## src/design/sws_pkg.sv

```systemverilog
// Constants, timing counts and types shared by the single-wire session layer.
package sws_pkg;

   // System clock rate used to turn times into cycle counts.
   localparam int unsigned CLK_MHZ                = 25;

   // Interval lengths in microseconds, and the cycle counts derived from them.
   localparam int unsigned PARSE_DELAY_US         = 100;
   localparam int unsigned PARSE_DELAY_CYCLES     = PARSE_DELAY_US * CLK_MHZ;
   localparam int unsigned EXECUTION_DELAY_US     = 13000;
   localparam int unsigned EXECUTION_DELAY_CYCLES = EXECUTION_DELAY_US * CLK_MHZ;
   localparam int unsigned IO_TIMEOUT_INTERVAL_US = 20000;
   localparam int unsigned IO_TIMEOUT_CYCLES      = IO_TIMEOUT_INTERVAL_US * CLK_MHZ;
   localparam int unsigned WAKE_DELAY_US          = 100;
   localparam int unsigned WAKE_DELAY_CYCLES      = WAKE_DELAY_US * CLK_MHZ;
   localparam int unsigned WATCHDOG_US            = 1700000;
   localparam int unsigned WATCHDOG_CYCLES        = WATCHDOG_US * CLK_MHZ;

   // Flag byte encodings.
   localparam logic [7:0]  FLAG_COMMAND           = 8'h66;
   localparam logic [7:0]  FLAG_TRANSMIT          = 8'h99;
   localparam logic [7:0]  FLAG_SLEEP             = 8'hCC;

   // Status codes and the size of a status block.
   localparam logic [7:0]  STATUS_WAKE_OK         = 8'h11;
   localparam logic [7:0]  STATUS_EXEC_ERROR      = 8'h0F;
   localparam logic [7:0]  STATUS_COMM_ERROR      = 8'hFF;
   localparam logic [7:0]  STATUS_BLOCK_COUNT     = 8'h04;

   // Legal block count range.
   localparam logic [5:0]  BLOCK_COUNT_MIN        = 6'h04;
   localparam logic [5:0]  BLOCK_COUNT_MAX        = 6'h27;

   // Checksum polynomial and start value.
   localparam logic [15:0] CRC_POLY               = 16'h8005;
   localparam logic [15:0] CRC_INIT               = 16'h0000;

   // Session states.
   typedef enum logic [2:0] {
      ST_SLEEP,
      ST_WAKING,
      ST_IDLE,
      ST_RX_BLOCK,
      ST_PARSE,
      ST_EXEC,
      ST_TX
   } sws_state_type;

   // What a transmit flag would currently return.
   typedef enum logic [2:0] {
      RESP_NONE,
      RESP_WAKE,
      RESP_COMM,
      RESP_EXEC,
      RESP_RESULT
   } sws_resp_type;

endpackage : sws_pkg

```

## src/design/sws_session.sv

```systemverilog
// Session and framing layer of the single-wire link, device side.
// Contract
// - Sleep flag sleeps and resets engine, buffer.
// - Sleep flag honoured wherever flags are accepted.
// - Count byte counts all bytes, four to 39.
// - CRC-16 poly 8005, zero start, count and packet.
// - Checksum low byte first, high byte last.
// - Transmit after wake returns status 11.
// - Bad format answers error; busy ignores transmit.
// - Token must complete within IO timeout.
// - Illegal long low pulse leads to sleep.
// - Timeout armed through block, restarted per token.
// - Timeout armed at wake; idle wake sleeps.
// - Timeout disabled while executing.
// - Asleep, any bit wakes; wake-delay bits ignored.
// - Watchdog from wake forces sleep anywhere.
// - Watchdog cleared only by sleep then wake.
// - Flags 66 command, 99 transmit, CC sleep.
// - Status block: count, code, two CRC bytes.
// - Bytes in order, bits least significant first.
`timescale 1ns/1ns
`default_nettype none
module sws_session
   import sws_pkg::*;
#(
   parameter int unsigned IO_TIMEOUT_CYC = IO_TIMEOUT_CYCLES,
   parameter int unsigned WDOG_CYC       = WATCHDOG_CYCLES,
   parameter int unsigned EXEC_CYC       = EXECUTION_DELAY_CYCLES
) (
   // Clock and reset.
   input  wire logic        i_clk_sys,
   input  wire logic        i_reset,
   // Token decoder.
   input  wire logic        i_token_start,
   input  wire logic        i_bit_valid,
   input  wire logic        i_bit_value,
   input  wire logic        i_illegal_token,
   // Bit serialiser toward the wire.
   output logic             o_tx_valid,
   output logic             o_tx_bit,
   input  wire logic        i_tx_ready,
   // Command engine.
   output logic [7:0]       o_rx_byte,
   output logic             o_rx_byte_valid,
   output logic             o_cmd_go,
   output logic             o_engine_reset,
   input  wire logic        i_exec_done,
   input  wire logic        i_exec_error,
   input  wire logic [7:0]  i_result_byte,
   // Power state.
   output logic             o_sleep
);

   sws_state_type state;
   sws_state_type next_state;
   sws_resp_type  resp_kind;
   logic [2:0]    bit_cnt;
   logic [7:0]    shift;
   logic [7:0]    rx_next;
   logic          byte_done;
   logic          accepting;
   logic [5:0]    byte_idx;
   logic [5:0]    blk_count;
   logic [7:0]    crc_lo;
   logic          blk_bad;
   logic [31:0]   wake_cnt;
   logic [31:0]   wdog_cnt;
   logic [31:0]   io_cnt;
   logic [31:0]   busy_cnt;
   logic          first_pending;
   logic          token_open;
   logic          illegal_seen;
   logic          io_armed;
   logic          io_expire;
   logic          wdog_expire;
   logic          exec_ok;
   logic [7:0]    result;
   logic [1:0]    tx_idx;
   logic [2:0]    tx_bit;
   logic [7:0]    tx_shift;
   logic          tx_step;
   logic          tx_last;
   logic          crc_clear;
   logic          crc_feed;
   logic [7:0]    crc_byte;
   logic [15:0]   crc;

   // Byte assembly from legal tokens, least significant bit first.
   assign accepting = (state == ST_IDLE) || (state == ST_RX_BLOCK);
   assign byte_done = accepting && i_bit_valid && (bit_cnt == 3'd7);
   assign rx_next   = {i_bit_value, shift[7:1]};

   always_ff @(posedge i_clk_sys) begin
      if (i_reset || !accepting || next_state == ST_SLEEP) begin
         bit_cnt <= 3'd0;
         shift   <= 8'h00;
      end else if (i_bit_valid) begin
         bit_cnt <= bit_cnt + 3'd1;
         shift   <= rx_next;
      end
   end

   // Wake delay, watchdog and busy interval counters.
   assign wdog_expire = (state != ST_SLEEP) && (wdog_cnt >= WDOG_CYC - 1);

   always_ff @(posedge i_clk_sys) begin
      if (i_reset || state == ST_SLEEP || next_state == ST_SLEEP) begin
         wdog_cnt <= 32'h0000_0000;
      end else begin
         wdog_cnt <= wdog_cnt + 32'h0000_0001;
      end
   end

   always_ff @(posedge i_clk_sys) begin
      if (i_reset || state != ST_WAKING) begin
         wake_cnt <= 32'h0000_0000;
      end else begin
         wake_cnt <= wake_cnt + 32'h0000_0001;
      end
   end

   always_ff @(posedge i_clk_sys) begin
      if (i_reset || state != next_state) begin
         busy_cnt <= 32'h0000_0000;
      end else begin
         busy_cnt <= busy_cnt + 32'h0000_0001;
      end
   end

   // IO timeout: armed at wake, inside a token or byte, and through the block.
   assign io_armed  = ((state == ST_IDLE) &&
                       (first_pending || token_open || illegal_seen || bit_cnt != 3'd0)) ||
                      (state == ST_RX_BLOCK);
   assign io_expire = io_armed && (io_cnt >= IO_TIMEOUT_CYC - 1);

   always_ff @(posedge i_clk_sys) begin
      if (i_reset || !io_armed) begin
         io_cnt <= 32'h0000_0000;
      end else if (i_bit_valid && !illegal_seen) begin
         io_cnt <= 32'h0000_0000;
      end else begin
         io_cnt <= io_cnt + 32'h0000_0001;
      end
   end

   // Token tracking; an illegal token blocks the per-token restart of the timeout until sleep.
   always_ff @(posedge i_clk_sys) begin
      if (i_reset || state == ST_SLEEP || state == ST_WAKING) begin
         first_pending <= (state == ST_WAKING) && !i_reset;
         token_open    <= 1'b0;
         illegal_seen  <= 1'b0;
      end else if (accepting) begin
         if (i_token_start || i_bit_valid) begin
            first_pending <= 1'b0;
         end
         token_open <= i_token_start || (token_open && !i_bit_valid);
         if (i_illegal_token) begin
            illegal_seen <= 1'b1;
         end
      end
   end

   // Session sequencing.
   always_comb begin
      next_state = state;
      case (state)
         ST_SLEEP: begin
            if (i_token_start || i_bit_valid) begin
               next_state = ST_WAKING;
            end
         end
         ST_WAKING: begin
            if (wake_cnt >= WAKE_DELAY_CYCLES - 1) begin
               next_state = ST_IDLE;
            end
         end
         ST_IDLE: begin
            if (byte_done) begin
               case (rx_next)
                  FLAG_SLEEP:    next_state = ST_SLEEP;
                  FLAG_COMMAND:  next_state = ST_RX_BLOCK;
                  FLAG_TRANSMIT: begin
                     if (resp_kind != RESP_NONE) begin
                        next_state = ST_TX;
                     end
                  end
                  default:       next_state = ST_IDLE;
               endcase
            end
         end
         ST_RX_BLOCK: begin
            if (byte_done && ((byte_idx == 6'd0) ?
                (rx_next[7:6] != 2'b00 || rx_next[5:0] < BLOCK_COUNT_MIN ||
                 rx_next[5:0] > BLOCK_COUNT_MAX) : (byte_idx == blk_count - 6'd1))) begin
               next_state = ST_PARSE;
            end
         end
         ST_PARSE: begin
            if (busy_cnt >= PARSE_DELAY_CYCLES - 1) begin
               next_state = blk_bad ? ST_IDLE : ST_EXEC;
            end
         end
         ST_EXEC: begin
            if (busy_cnt >= EXEC_CYC - 1) begin
               next_state = ST_IDLE;
            end
         end
         ST_TX: begin
            if (tx_last) begin
               next_state = ST_IDLE;
            end
         end
         default: next_state = ST_SLEEP;
      endcase
      if ((io_expire || wdog_expire) && state != ST_SLEEP) begin
         next_state = ST_SLEEP;
      end
   end

   always_ff @(posedge i_clk_sys) begin
      if (i_reset) begin
         state <= ST_SLEEP;
      end else begin
         state <= next_state;
      end
   end

   // Engine reset on every entry into sleep; sleep output follows the state.
   always_ff @(posedge i_clk_sys) begin
      if (i_reset) begin
         o_engine_reset <= 1'b1;
      end else begin
         o_engine_reset <= (next_state == ST_SLEEP) && (state != ST_SLEEP);
      end
   end
   assign o_sleep = (state == ST_SLEEP);

   // Block reception: count, packet forwarding and checksum comparison.
   always_ff @(posedge i_clk_sys) begin
      if (i_reset || state != ST_RX_BLOCK) begin
         byte_idx        <= 6'd0;
         o_rx_byte_valid <= 1'b0;
         if (state != ST_PARSE) begin
            blk_bad <= 1'b0;
         end
      end else begin
         o_rx_byte_valid <= 1'b0;
         if (byte_done) begin
            byte_idx <= byte_idx + 6'd1;
            if (byte_idx == 6'd0) begin
               blk_count <= rx_next[5:0];
               blk_bad   <= (next_state == ST_PARSE);
            end else if (byte_idx == blk_count - 6'd2) begin
               crc_lo <= rx_next;
            end else if (byte_idx == blk_count - 6'd1) begin
               blk_bad <= ({rx_next, crc_lo} != crc);
            end else begin
               o_rx_byte       <= rx_next;
               o_rx_byte_valid <= 1'b1;
            end
         end
      end
   end

   // Start pulse to the engine and capture of its outcome.
   always_ff @(posedge i_clk_sys) begin
      if (i_reset || state == ST_SLEEP) begin
         o_cmd_go <= 1'b0;
         exec_ok  <= 1'b0;
         result   <= 8'h00;
      end else begin
         o_cmd_go <= (state == ST_PARSE) && (next_state == ST_EXEC);
         if (o_cmd_go) begin
            exec_ok <= 1'b0;
         end else if (state == ST_EXEC && i_exec_done) begin
            exec_ok <= !i_exec_error;
            result  <= i_result_byte;
         end
      end
   end

   // What the next transmit flag returns.
   always_ff @(posedge i_clk_sys) begin
      if (i_reset || state == ST_SLEEP) begin
         resp_kind <= RESP_WAKE;
      end else if (state == ST_IDLE && next_state == ST_RX_BLOCK) begin
         resp_kind <= RESP_NONE;
      end else if (state == ST_PARSE && next_state == ST_IDLE) begin
         resp_kind <= RESP_COMM;
      end else if (state == ST_EXEC && next_state == ST_IDLE) begin
         resp_kind <= exec_ok ? RESP_RESULT : RESP_EXEC;
      end
   end

   // Response block serialiser: count, code, checksum low, checksum high.
   assign tx_step = (state == ST_TX) && i_tx_ready;
   assign tx_last = tx_step && (tx_idx == 2'd3) && (tx_bit == 3'd7);

   always_ff @(posedge i_clk_sys) begin
      if (i_reset || state == ST_SLEEP) begin
         tx_idx   <= 2'd0;
         tx_bit   <= 3'd0;
         tx_shift <= 8'h00;
      end else if (state == ST_IDLE && next_state == ST_TX) begin
         tx_idx   <= 2'd0;
         tx_bit   <= 3'd0;
         tx_shift <= STATUS_BLOCK_COUNT;
      end else if (tx_step) begin
         tx_bit <= tx_bit + 3'd1;
         if (tx_bit == 3'd7) begin
            tx_idx <= tx_idx + 2'd1;
            case (tx_idx)
               2'd0: begin
                  case (resp_kind)
                     RESP_WAKE:   tx_shift <= STATUS_WAKE_OK;
                     RESP_COMM:   tx_shift <= STATUS_COMM_ERROR;
                     RESP_EXEC:   tx_shift <= STATUS_EXEC_ERROR;
                     default:     tx_shift <= result;
                  endcase
               end
               2'd1:    tx_shift <= crc[7:0];
               default: tx_shift <= crc[15:8];
            endcase
         end else begin
            tx_shift <= {1'b0, tx_shift[7:1]};
         end
      end
   end
   assign o_tx_valid = (state == ST_TX);
   assign o_tx_bit   = tx_shift[0];

   // Shared checksum: restarted by a command or transmit flag, fed per byte.
   assign crc_clear = (state == ST_IDLE) &&
                      (next_state == ST_RX_BLOCK || next_state == ST_TX);
   assign crc_feed  = (byte_done && state == ST_RX_BLOCK &&
                       (byte_idx == 6'd0 || byte_idx < blk_count - 6'd2)) ||
                      (state == ST_TX && tx_bit == 3'd0 && tx_idx < 2'd2 && tx_step);
   assign crc_byte  = (state == ST_TX) ? tx_shift : rx_next;

   sws_crc16 u_crc (
      .i_clk_sys (i_clk_sys),
      .i_reset   (i_reset),
      .i_clear   (crc_clear),
      .i_feed    (crc_feed),
      .i_byte    (crc_byte),
      .o_crc     (crc)
   );
endmodule : sws_session
`default_nettype wire

```

## src/design/sws_crc16.sv

```systemverilog
// Byte-wide CRC-16 accumulator for the block checksum.
`timescale 1ns/1ns
`default_nettype none
module sws_crc16
   import sws_pkg::*;
(
   // Clock and reset.
   input  wire logic        i_clk_sys,
   input  wire logic        i_reset,
   // Control and data.
   input  wire logic        i_clear,
   input  wire logic        i_feed,
   input  wire logic [7:0]  i_byte,
   // Running checksum.
   output logic [15:0]      o_crc
);

   // Folds one byte in, least significant bit first, as the bits travel on the wire.
   function automatic logic [15:0] crc_step(input logic [15:0] crc, input logic [7:0] data);
      logic [15:0] c;
      c = crc;
      for (int i = 0; i < 8; i++) begin
         if (data[i] != c[15]) begin
            c = {c[14:0], 1'b0} ^ CRC_POLY;
         end else begin
            c = {c[14:0], 1'b0};
         end
      end
      return c;
   endfunction : crc_step

   // Clear restarts from zero; a feed folds in the offered byte.
   always_ff @(posedge i_clk_sys) begin
      if (i_reset || i_clear) begin
         o_crc <= CRC_INIT;
      end else if (i_feed) begin
         o_crc <= crc_step(o_crc, i_byte);
      end
   end
endmodule : sws_crc16
`default_nettype wire

```

## config.mk

```make
export PLATFORM = sky130hd
export DESIGN_NAME = sws_session
export DESIGN_NICKNAME = d
export VERILOG_FILES = /design/src/design/sws_pkg.sv /design/src/design/sws_session.sv /design/src/design/sws_crc16.sv
export SDC_FILE = /design/constraint.sdc
export NUM_CORES = 1
export LEC_CHECK = 0
export ABC_AREA = 0
export BUFFER_PORTS_ARGS = -buffer_cell sky130_fd_sc_hd__clkbuf_2
export CAP_MARGIN = 5
export CORE_AREA = 5 5 141 143
export DETAILED_ROUTE_END_ITERATION = 12
export DIE_AREA = 0 0 146 148
export HOLD_SLACK_MARGIN = 0.12
export PLACE_DENSITY = 0.85
export SYNTH_ARGS = -nofsm -noshare
export SYNTH_HDL_FRONTEND = slang
export SYNTH_SLANG_ARGS = --single-unit
```

## constraint.sdc

```tcl
create_clock -name i_clk_sys -period 5.06 [get_ports i_clk_sys]
set_input_delay 1.518 -clock i_clk_sys [delete_from_list [all_inputs] [get_ports i_clk_sys]]
set_output_delay 1.518 -clock i_clk_sys [all_outputs]
set_load 0.005 [all_outputs]
```

-- Yosys cells after proc, flatten, opt, wreduce, memory -nomap -nowiden
Index checks and enable logic that the tools add are counted.
- flip-flop bits (word level): 218
- latch bits: 0
- bits in writable memories: 0
- memory bits (read-only): 0
- output and inout port bits: 14
- memories kept: 0
- add/sub/neg operators: 10
- multipliers: 0
- divide/modulo/power cells: 0
- order comparisons: 9
- equality and inequality tests: 38
- shift operators: 0
- muxes and demuxes: 55
- bitwise operators: 14
- reductions and logical operators: 85
- operator list (kind ; count):
    $mux W16 ; 22
    $add A32 B1 Y32 const B ; 4
    $ge A32 B12 Y1 const B ; 2
    $ge A32 B19 Y1 const B ; 2
    $mux W3 ; 13
    $ge A32 B26 Y1 const B ; 1
    $logic_and A1 B1 Y1 ; 26
    $eq A3 B3 Y1 const B ; 8
    $not A3 Y3 ; 8
    $pmux W8 S3 ; 1
    $logic_or A1 B1 Y1 ; 23
    $pmux W3 S7 ; 1
    $eq A3 B2 Y1 const B ; 6
    $eq A8 B8 Y1 const B ; 2
    $mux W8 ; 2
    $ne A16 B16 Y1 ; 1
    $pmux W8 S2 ; 1
    $reduce_bool A3 Y1 ; 5
    $eq A6 B6 Y1 ; 2
    $mux W1 ; 12
    $reduce_bool A2 Y1 ; 6
    $logic_not A3 Y1 ; 3
    $pmux W3 S3 ; 1
    $eq A8 B7 Y1 const B ; 1
    30 further kinds ; 58

-- Depth between registers and ports, before layout
- depth in word-level cells: 40
- depth in mapped cells: 13
- depth with buffers taken out: 11

-- Hierarchy
A second synthesis with hierarchy kept.
- cell total of the unflattened synthesis: 1190
- area, all modules: 10834.1 um2
- by module, submodules not included (module ; instances ; cells each ; area an instance (um2) ; sequential area each (um2)):
    sws_session ; 1 ; 1111 ; 10017.1 ; 4264.1
    sws_crc16 ; 1 ; 79 ; 817.0 ; 320.3

-- Worst setup path before layout
OpenSTA, ideal clock, no wires.
- path kind: input to register
- from: input port i_bit_valid
- to: register busy_cnt[0]
- setup time: 0.124 ns
- arrival time: 3.344 ns
- required time: 4.936 ns
- path slack: 1.592 ns
- stages on the path: 11
- path buffers: 2
- cells stage by stage: and4b_1 buf_2 nand4_1 nand2_1 o22ai_1 a211o_1 a21oi_4 mux2i_1 a311oi_4 buf_6 nor3b_2
- word-level cells in the longest chain between the ends: 8
- elaborated cells between the ends (all ways): 11
- those cells by class: eq/ne: 1; mux: 5; reduce/logical: 5
- RTL lines (element ; RTL line ; text):
    start: declaration ; sws_session.sv:35 ; input wire logic i_bit_valid,
    $logic_and A1 B1 Y1 (2 in a row) ; sws_session.sv:90 ; assign byte_done = accepting && i_bit_valid && (bit_cnt == 3'd7);
    $logic_and A1 B1 Y1 ; sws_session.sv:192 ; if (byte_done && ((byte_idx == 6'd0) ?
    $mux W3 ; sws_session.sv:192 ;
    $pmux W3 S7 * ; sws_session.sv:166 ; case (state)
    $mux W3 * ; sws_session.sv:215 ; if ((io_expire || wdog_expire) && state != ST_SLEEP) begin
    $ne A3 B3 Y1 * ; sws_session.sv:123 ; if (i_reset || state != next_state) begin
    $logic_or A1 B1 Y1 * ; sws_session.sv:123 ;
    end signal: assignment ; sws_session.sv:126 ; busy_cnt <= busy_cnt + 32'h0000_0001;
    end: declaration ; sws_session.sv:69 ; logic [31:0] busy_cnt;
Every way passes the cells marked *; elsewhere a longest branch is shown, timed or not.
A chain may end at the register's enable or synchronous reset.

-- Final worst setup path
- from: register state[1]
- to: register shift[1]
- word-level cells in the longest chain between the ends: 10
- elaborated cells between the ends (all ways): 36
- those cells by class: eq/ne: 6; mux: 11; reduce/logical: 19
- RTL lines (element ; RTL line ; text):
    start: declaration ; sws_session.sv:54 ; sws_state_type state;
    start signal: assignment ; sws_session.sv:224 ; state <= next_state;
    $eq A3 B2 Y1, on equally long branches ; - ;
    $logic_or A1 B1 Y1 ; sws_session.sv:89 ; assign accepting = (state == ST_IDLE) || (state == ST_RX_BLOCK);
    $logic_and A1 B1 Y1 (2 in a row) ; sws_session.sv:90 ;
    $logic_and A1 B1 Y1 ; sws_session.sv:192 ;
    $mux W3 ; sws_session.sv:192 ;
    $pmux W3 S7 ; sws_session.sv:166 ;
    $mux W3 ; sws_session.sv:215 ;
    $logic_not A3 Y1 ; sws_session.sv:94 ; if (i_reset || !accepting || next_state == ST_SLEEP) begin
    $logic_or A1 B1 Y1 * ; sws_session.sv:94 ;
    end signal: assignment ; sws_session.sv:99 ; shift <= rx_next;
    end: declaration ; sws_session.sv:58 ; logic [7:0] shift;
Marked as above.

==> flow_summary.json <==
{
  "status": "completed",
  "dp.cells": 1413,
  "clock_latency_ns": 0.50,
  "clkSinkCount": 217,
  "synthArstFlopShare_pct": 0,
  "synthCells": 1179,
  "finalSetupViolCount": 0,
  "cts_buffer_depth": 3,
  "wirelength_um": 21500,
  "slew_headroom_pct": 22.6,
  "io_pins": 31,
  "path_common_cell": "nor2_1",
  "hp-start": "tx_bit[2]$_SDFFE_PP0P_",
  "start_util_pct": 57.2,
  "worstSetupStartpoint": "state[1]$_SDFF_PP0_",
  "synth-seq-area-share_pct": 43.4,
  "p_leak_nw": 4.22,
  "rsz0062_at_grt": "false",
  "cap_violations": 0,
  "hold_buffers": 0,
  "highest_layer": "met4",
  "syn_to_final_growth_pct": 9.72,
  "powerDensity_nw_per_um2": 295,
  "r2r_start": "state[1]$_SDFF_PP0_",
  "synth_top_cell_area_share_pct": 36.6,
  "cts_tree": "yes",
  "ys.flop_type": "dfxtp_1",
  "drcViolationCount": 0,
  "period_share_pct": 72.6,
  "fmax_mhz": 272,
  "die_w_um": 146,
  "skew_ns": 0.0114,
  "vdd_ir_drop_max_v": 0.000299,
  "nets": 1246,
  "drt_first_pass_iters": 5,
  "min_path_type": "reg -> reg",
  "synth_edf_count": 24,
  "wl_met2_um": 10400,
  "yosysWarnings": 0,
  "finalHoldViolations": 0,
  "synth_largest_area_cell": "dfxtp_1",
  "path_class": "reg -> reg",
  "grt_pass1_vias": 7990,
  "cts_resized": 0,
  "grt-ovfl-total": 0,
  "die_h_um": 148,
  "ys_top_cells_by_area": "dfxtp_1 (37%), nor2_1 (7.5%), xor2_1 (7.1%)",
  "r2r_cells": 8,
  "crit_chain": "nor2b_1 -> o31a_1 -> o2111ai_1 -> o311a_1 -> a21oi_1 -> nor2_1 -> o311ai_2 -> nor2_1",
  "cts_root_buffer": "clkbuf_16",
  "final_cells": 1454,
  "antenna_found_initial": 1,
  "crit_arrival_ns": 4.02,
  "fp-row-count": 50,
  "rrSetupSlack_ns": 1.38,
  "cts_setup_buffers": 0,
  "place.port_buffers": 30,
  "ant_nets": 0,
  "grt_pass1_wl_um": 36500,
  "crit_family": "compound AO/OA/AOI/OAI gates",
  "path_buf_inv": 0,
  "critical_path.slowest_cell": "o311ai_2",
  "final_layout_size_suffix_gt1_share_pct": 7.55,
  "timing.final.crit_period_ns": 3.68,
  "syn_area_per_cell_um2": 8.95,
  "hold_depth": 2,
  "met3WireLength_um": 1030,
  "syn-cell-area_um2": 10600,
  "yosysMostFrequentCell": "nor2_1",
  "clk_pin_slew_ns": 0.06,
  "wire_per_inst_um": 14.8,
  "first_iter_violations": 464,
  "grt_start_max_net_pins": 33,
  "die-area_um2": 21600,
  "synth-seq-cells": 217,
  "required_ns": 5.41,
  "synth.distinct_cells": 74,
  "hold_end": "tx_bit[2]$_SDFFE_PP0P_",
  "setup_tns_ns": 0,
  "vias": 8253,
  "cp-start-kind": "register",
  "hpwlAfterDp_um": 14700,
  "rr_endpoint": "shift[1]$_SDFFE_PP0P_",
  "place.gp.congestion": 0.875,
  "track_usage_pct": 19.4,
  "max_slew.worst_pin.slew_ns": 1.16,
  "cts_buffers": 23,
  "cp-end-kind": "register",
  "wl_met1_um": 9550,
  "synth_common_cells": "nor2_1 (212), dfxtp_1 (193), nand2_1 (106), xor2_1 (85), xnor2_1 (72)",
  "core_area_um2": 18500,
  "fill_cells": 1442,
  "crit_fanout": 13,
  "worst_path_largest_cell_delay_ns": 0.77,
  "htree_levels": 1,
  "finalMaxSlewViolations": 0,
  "drt-vias-per-instance": 5.68
}
[tightest hold or removal path, stage by stage (launching register included)]
cell and delay [ns]:
dfxtp_1 0.32, nand2_1 0.06, a21oi_1 0.05
[per-layer routing]
metal / track usage (%) / up-vias
met3: 3.19 / 43
met2: 34.4 / 195
met5: 0 / -
met1: 24.5 / 3886
li1: - / 4129
met4: 5.97 / 0
[cells by family (layout without fill, tap and decap cells)]
logic type      after synthesis  after routing  synth area share (%)
xor+xnor                    159            159                  13.5
fa+ha+maj                    25             25                  2.96
mux                          40             40                  3.84
buf+inv                      63             98                  2.67
other cells                   1              7                0.0355
flops                       217            217                  43.4
simple gates                554            554                  25.4
compound gates              120            120                  8.15
[layout make-up]
type | instances | area (um2) | area share (%)
timing repair buffer | 35 | 188 | 1.62
clock inverter | 7 | 60.1 | 0.519
multi-input combinational | 904 | 5720 | 49.3
antenna | 1 | 2.50 | 0.0216
inverter | 23 | 86.3 | 0.745
tap | 234 | 293 | 2.53
clock buffer | 33 | 653 | 5.64
sequential | 217 | 4580 | 39.6
[per-stage QoR]
step	hold WS, ns	power [mW]	utilization (%)	area, um2	setup WS (ns)
after CTS	0.479	3.44	62.7	11600	1.46
after floorplan	0.426	1.83	-	10600	1.59
after detailed placement	0.458	1.85	58.9	10900	1.04
after global placement	0.436	1.85	58.9	10900	1.07
after global routing	0.514	3.53	62.8	11600	1.21
final	0.476	3.42	62.8	11600	1.38
[sequential cells by signal, indices dropped and copies added, names as in the netlist, 7 cells and up]
| signal | flops |
|---|---|
| busy_cnt | 32 |
| crc_lo | 8 |
| io_cnt | 32 |
| o_rx_byte | 8 |
| result | 8 |
| shift | 7 |
| tx_shift | 8 |
| u_crc.o_crc | 16 |
| wake_cnt | 32 |
| wdog_cnt | 32 |
[placed cells by master, fill, tap and decap left out, types with 16 or more instances in the layout]
master and instances:
nor3_1 19, nand4_1 30, dfxtp_1 193, nor2_1 212
o21ai_0 16, mux2i_1 39, inv_1 22, edfxtp_1 24
ha_1 25, clkbuf_2 30, nand2_1 106, clkbuf_16 23
nor4_1 21, xnor2_1 72, nand3_1 56, xor2_1 85
and3_1 29, a21oi_1 41
[power breakdown]
group	switching [mW]	internal, mW	total [mW]
sequential	0.00556	1.74	1.75
combinational	0.0472	0.0210	0.0682
clock	0.660	0.943	1.60
[worst max path at each step]
| stage | to | slack, ns | cells after the start |
|---|---|---|---|
| floorplan | busy_cnt[0]$_SDFF_PP0_ | 1.59 | 11 |
| global placement | shift[7]$_SDFFE_PP0P_ | 1.07 | 10 |
| detailed placement | shift[1]$_SDFFE_PP0P_ | 1.04 | 10 |
| CTS | o_tx_valid | 1.46 | 3 |
| global route | shift[2]$_SDFFE_PP0P_ | 1.21 | 8 |
| finish | shift[1]$_SDFFE_PP0P_ | 1.38 | 8 |
Power figures use the tool's default switching activity.
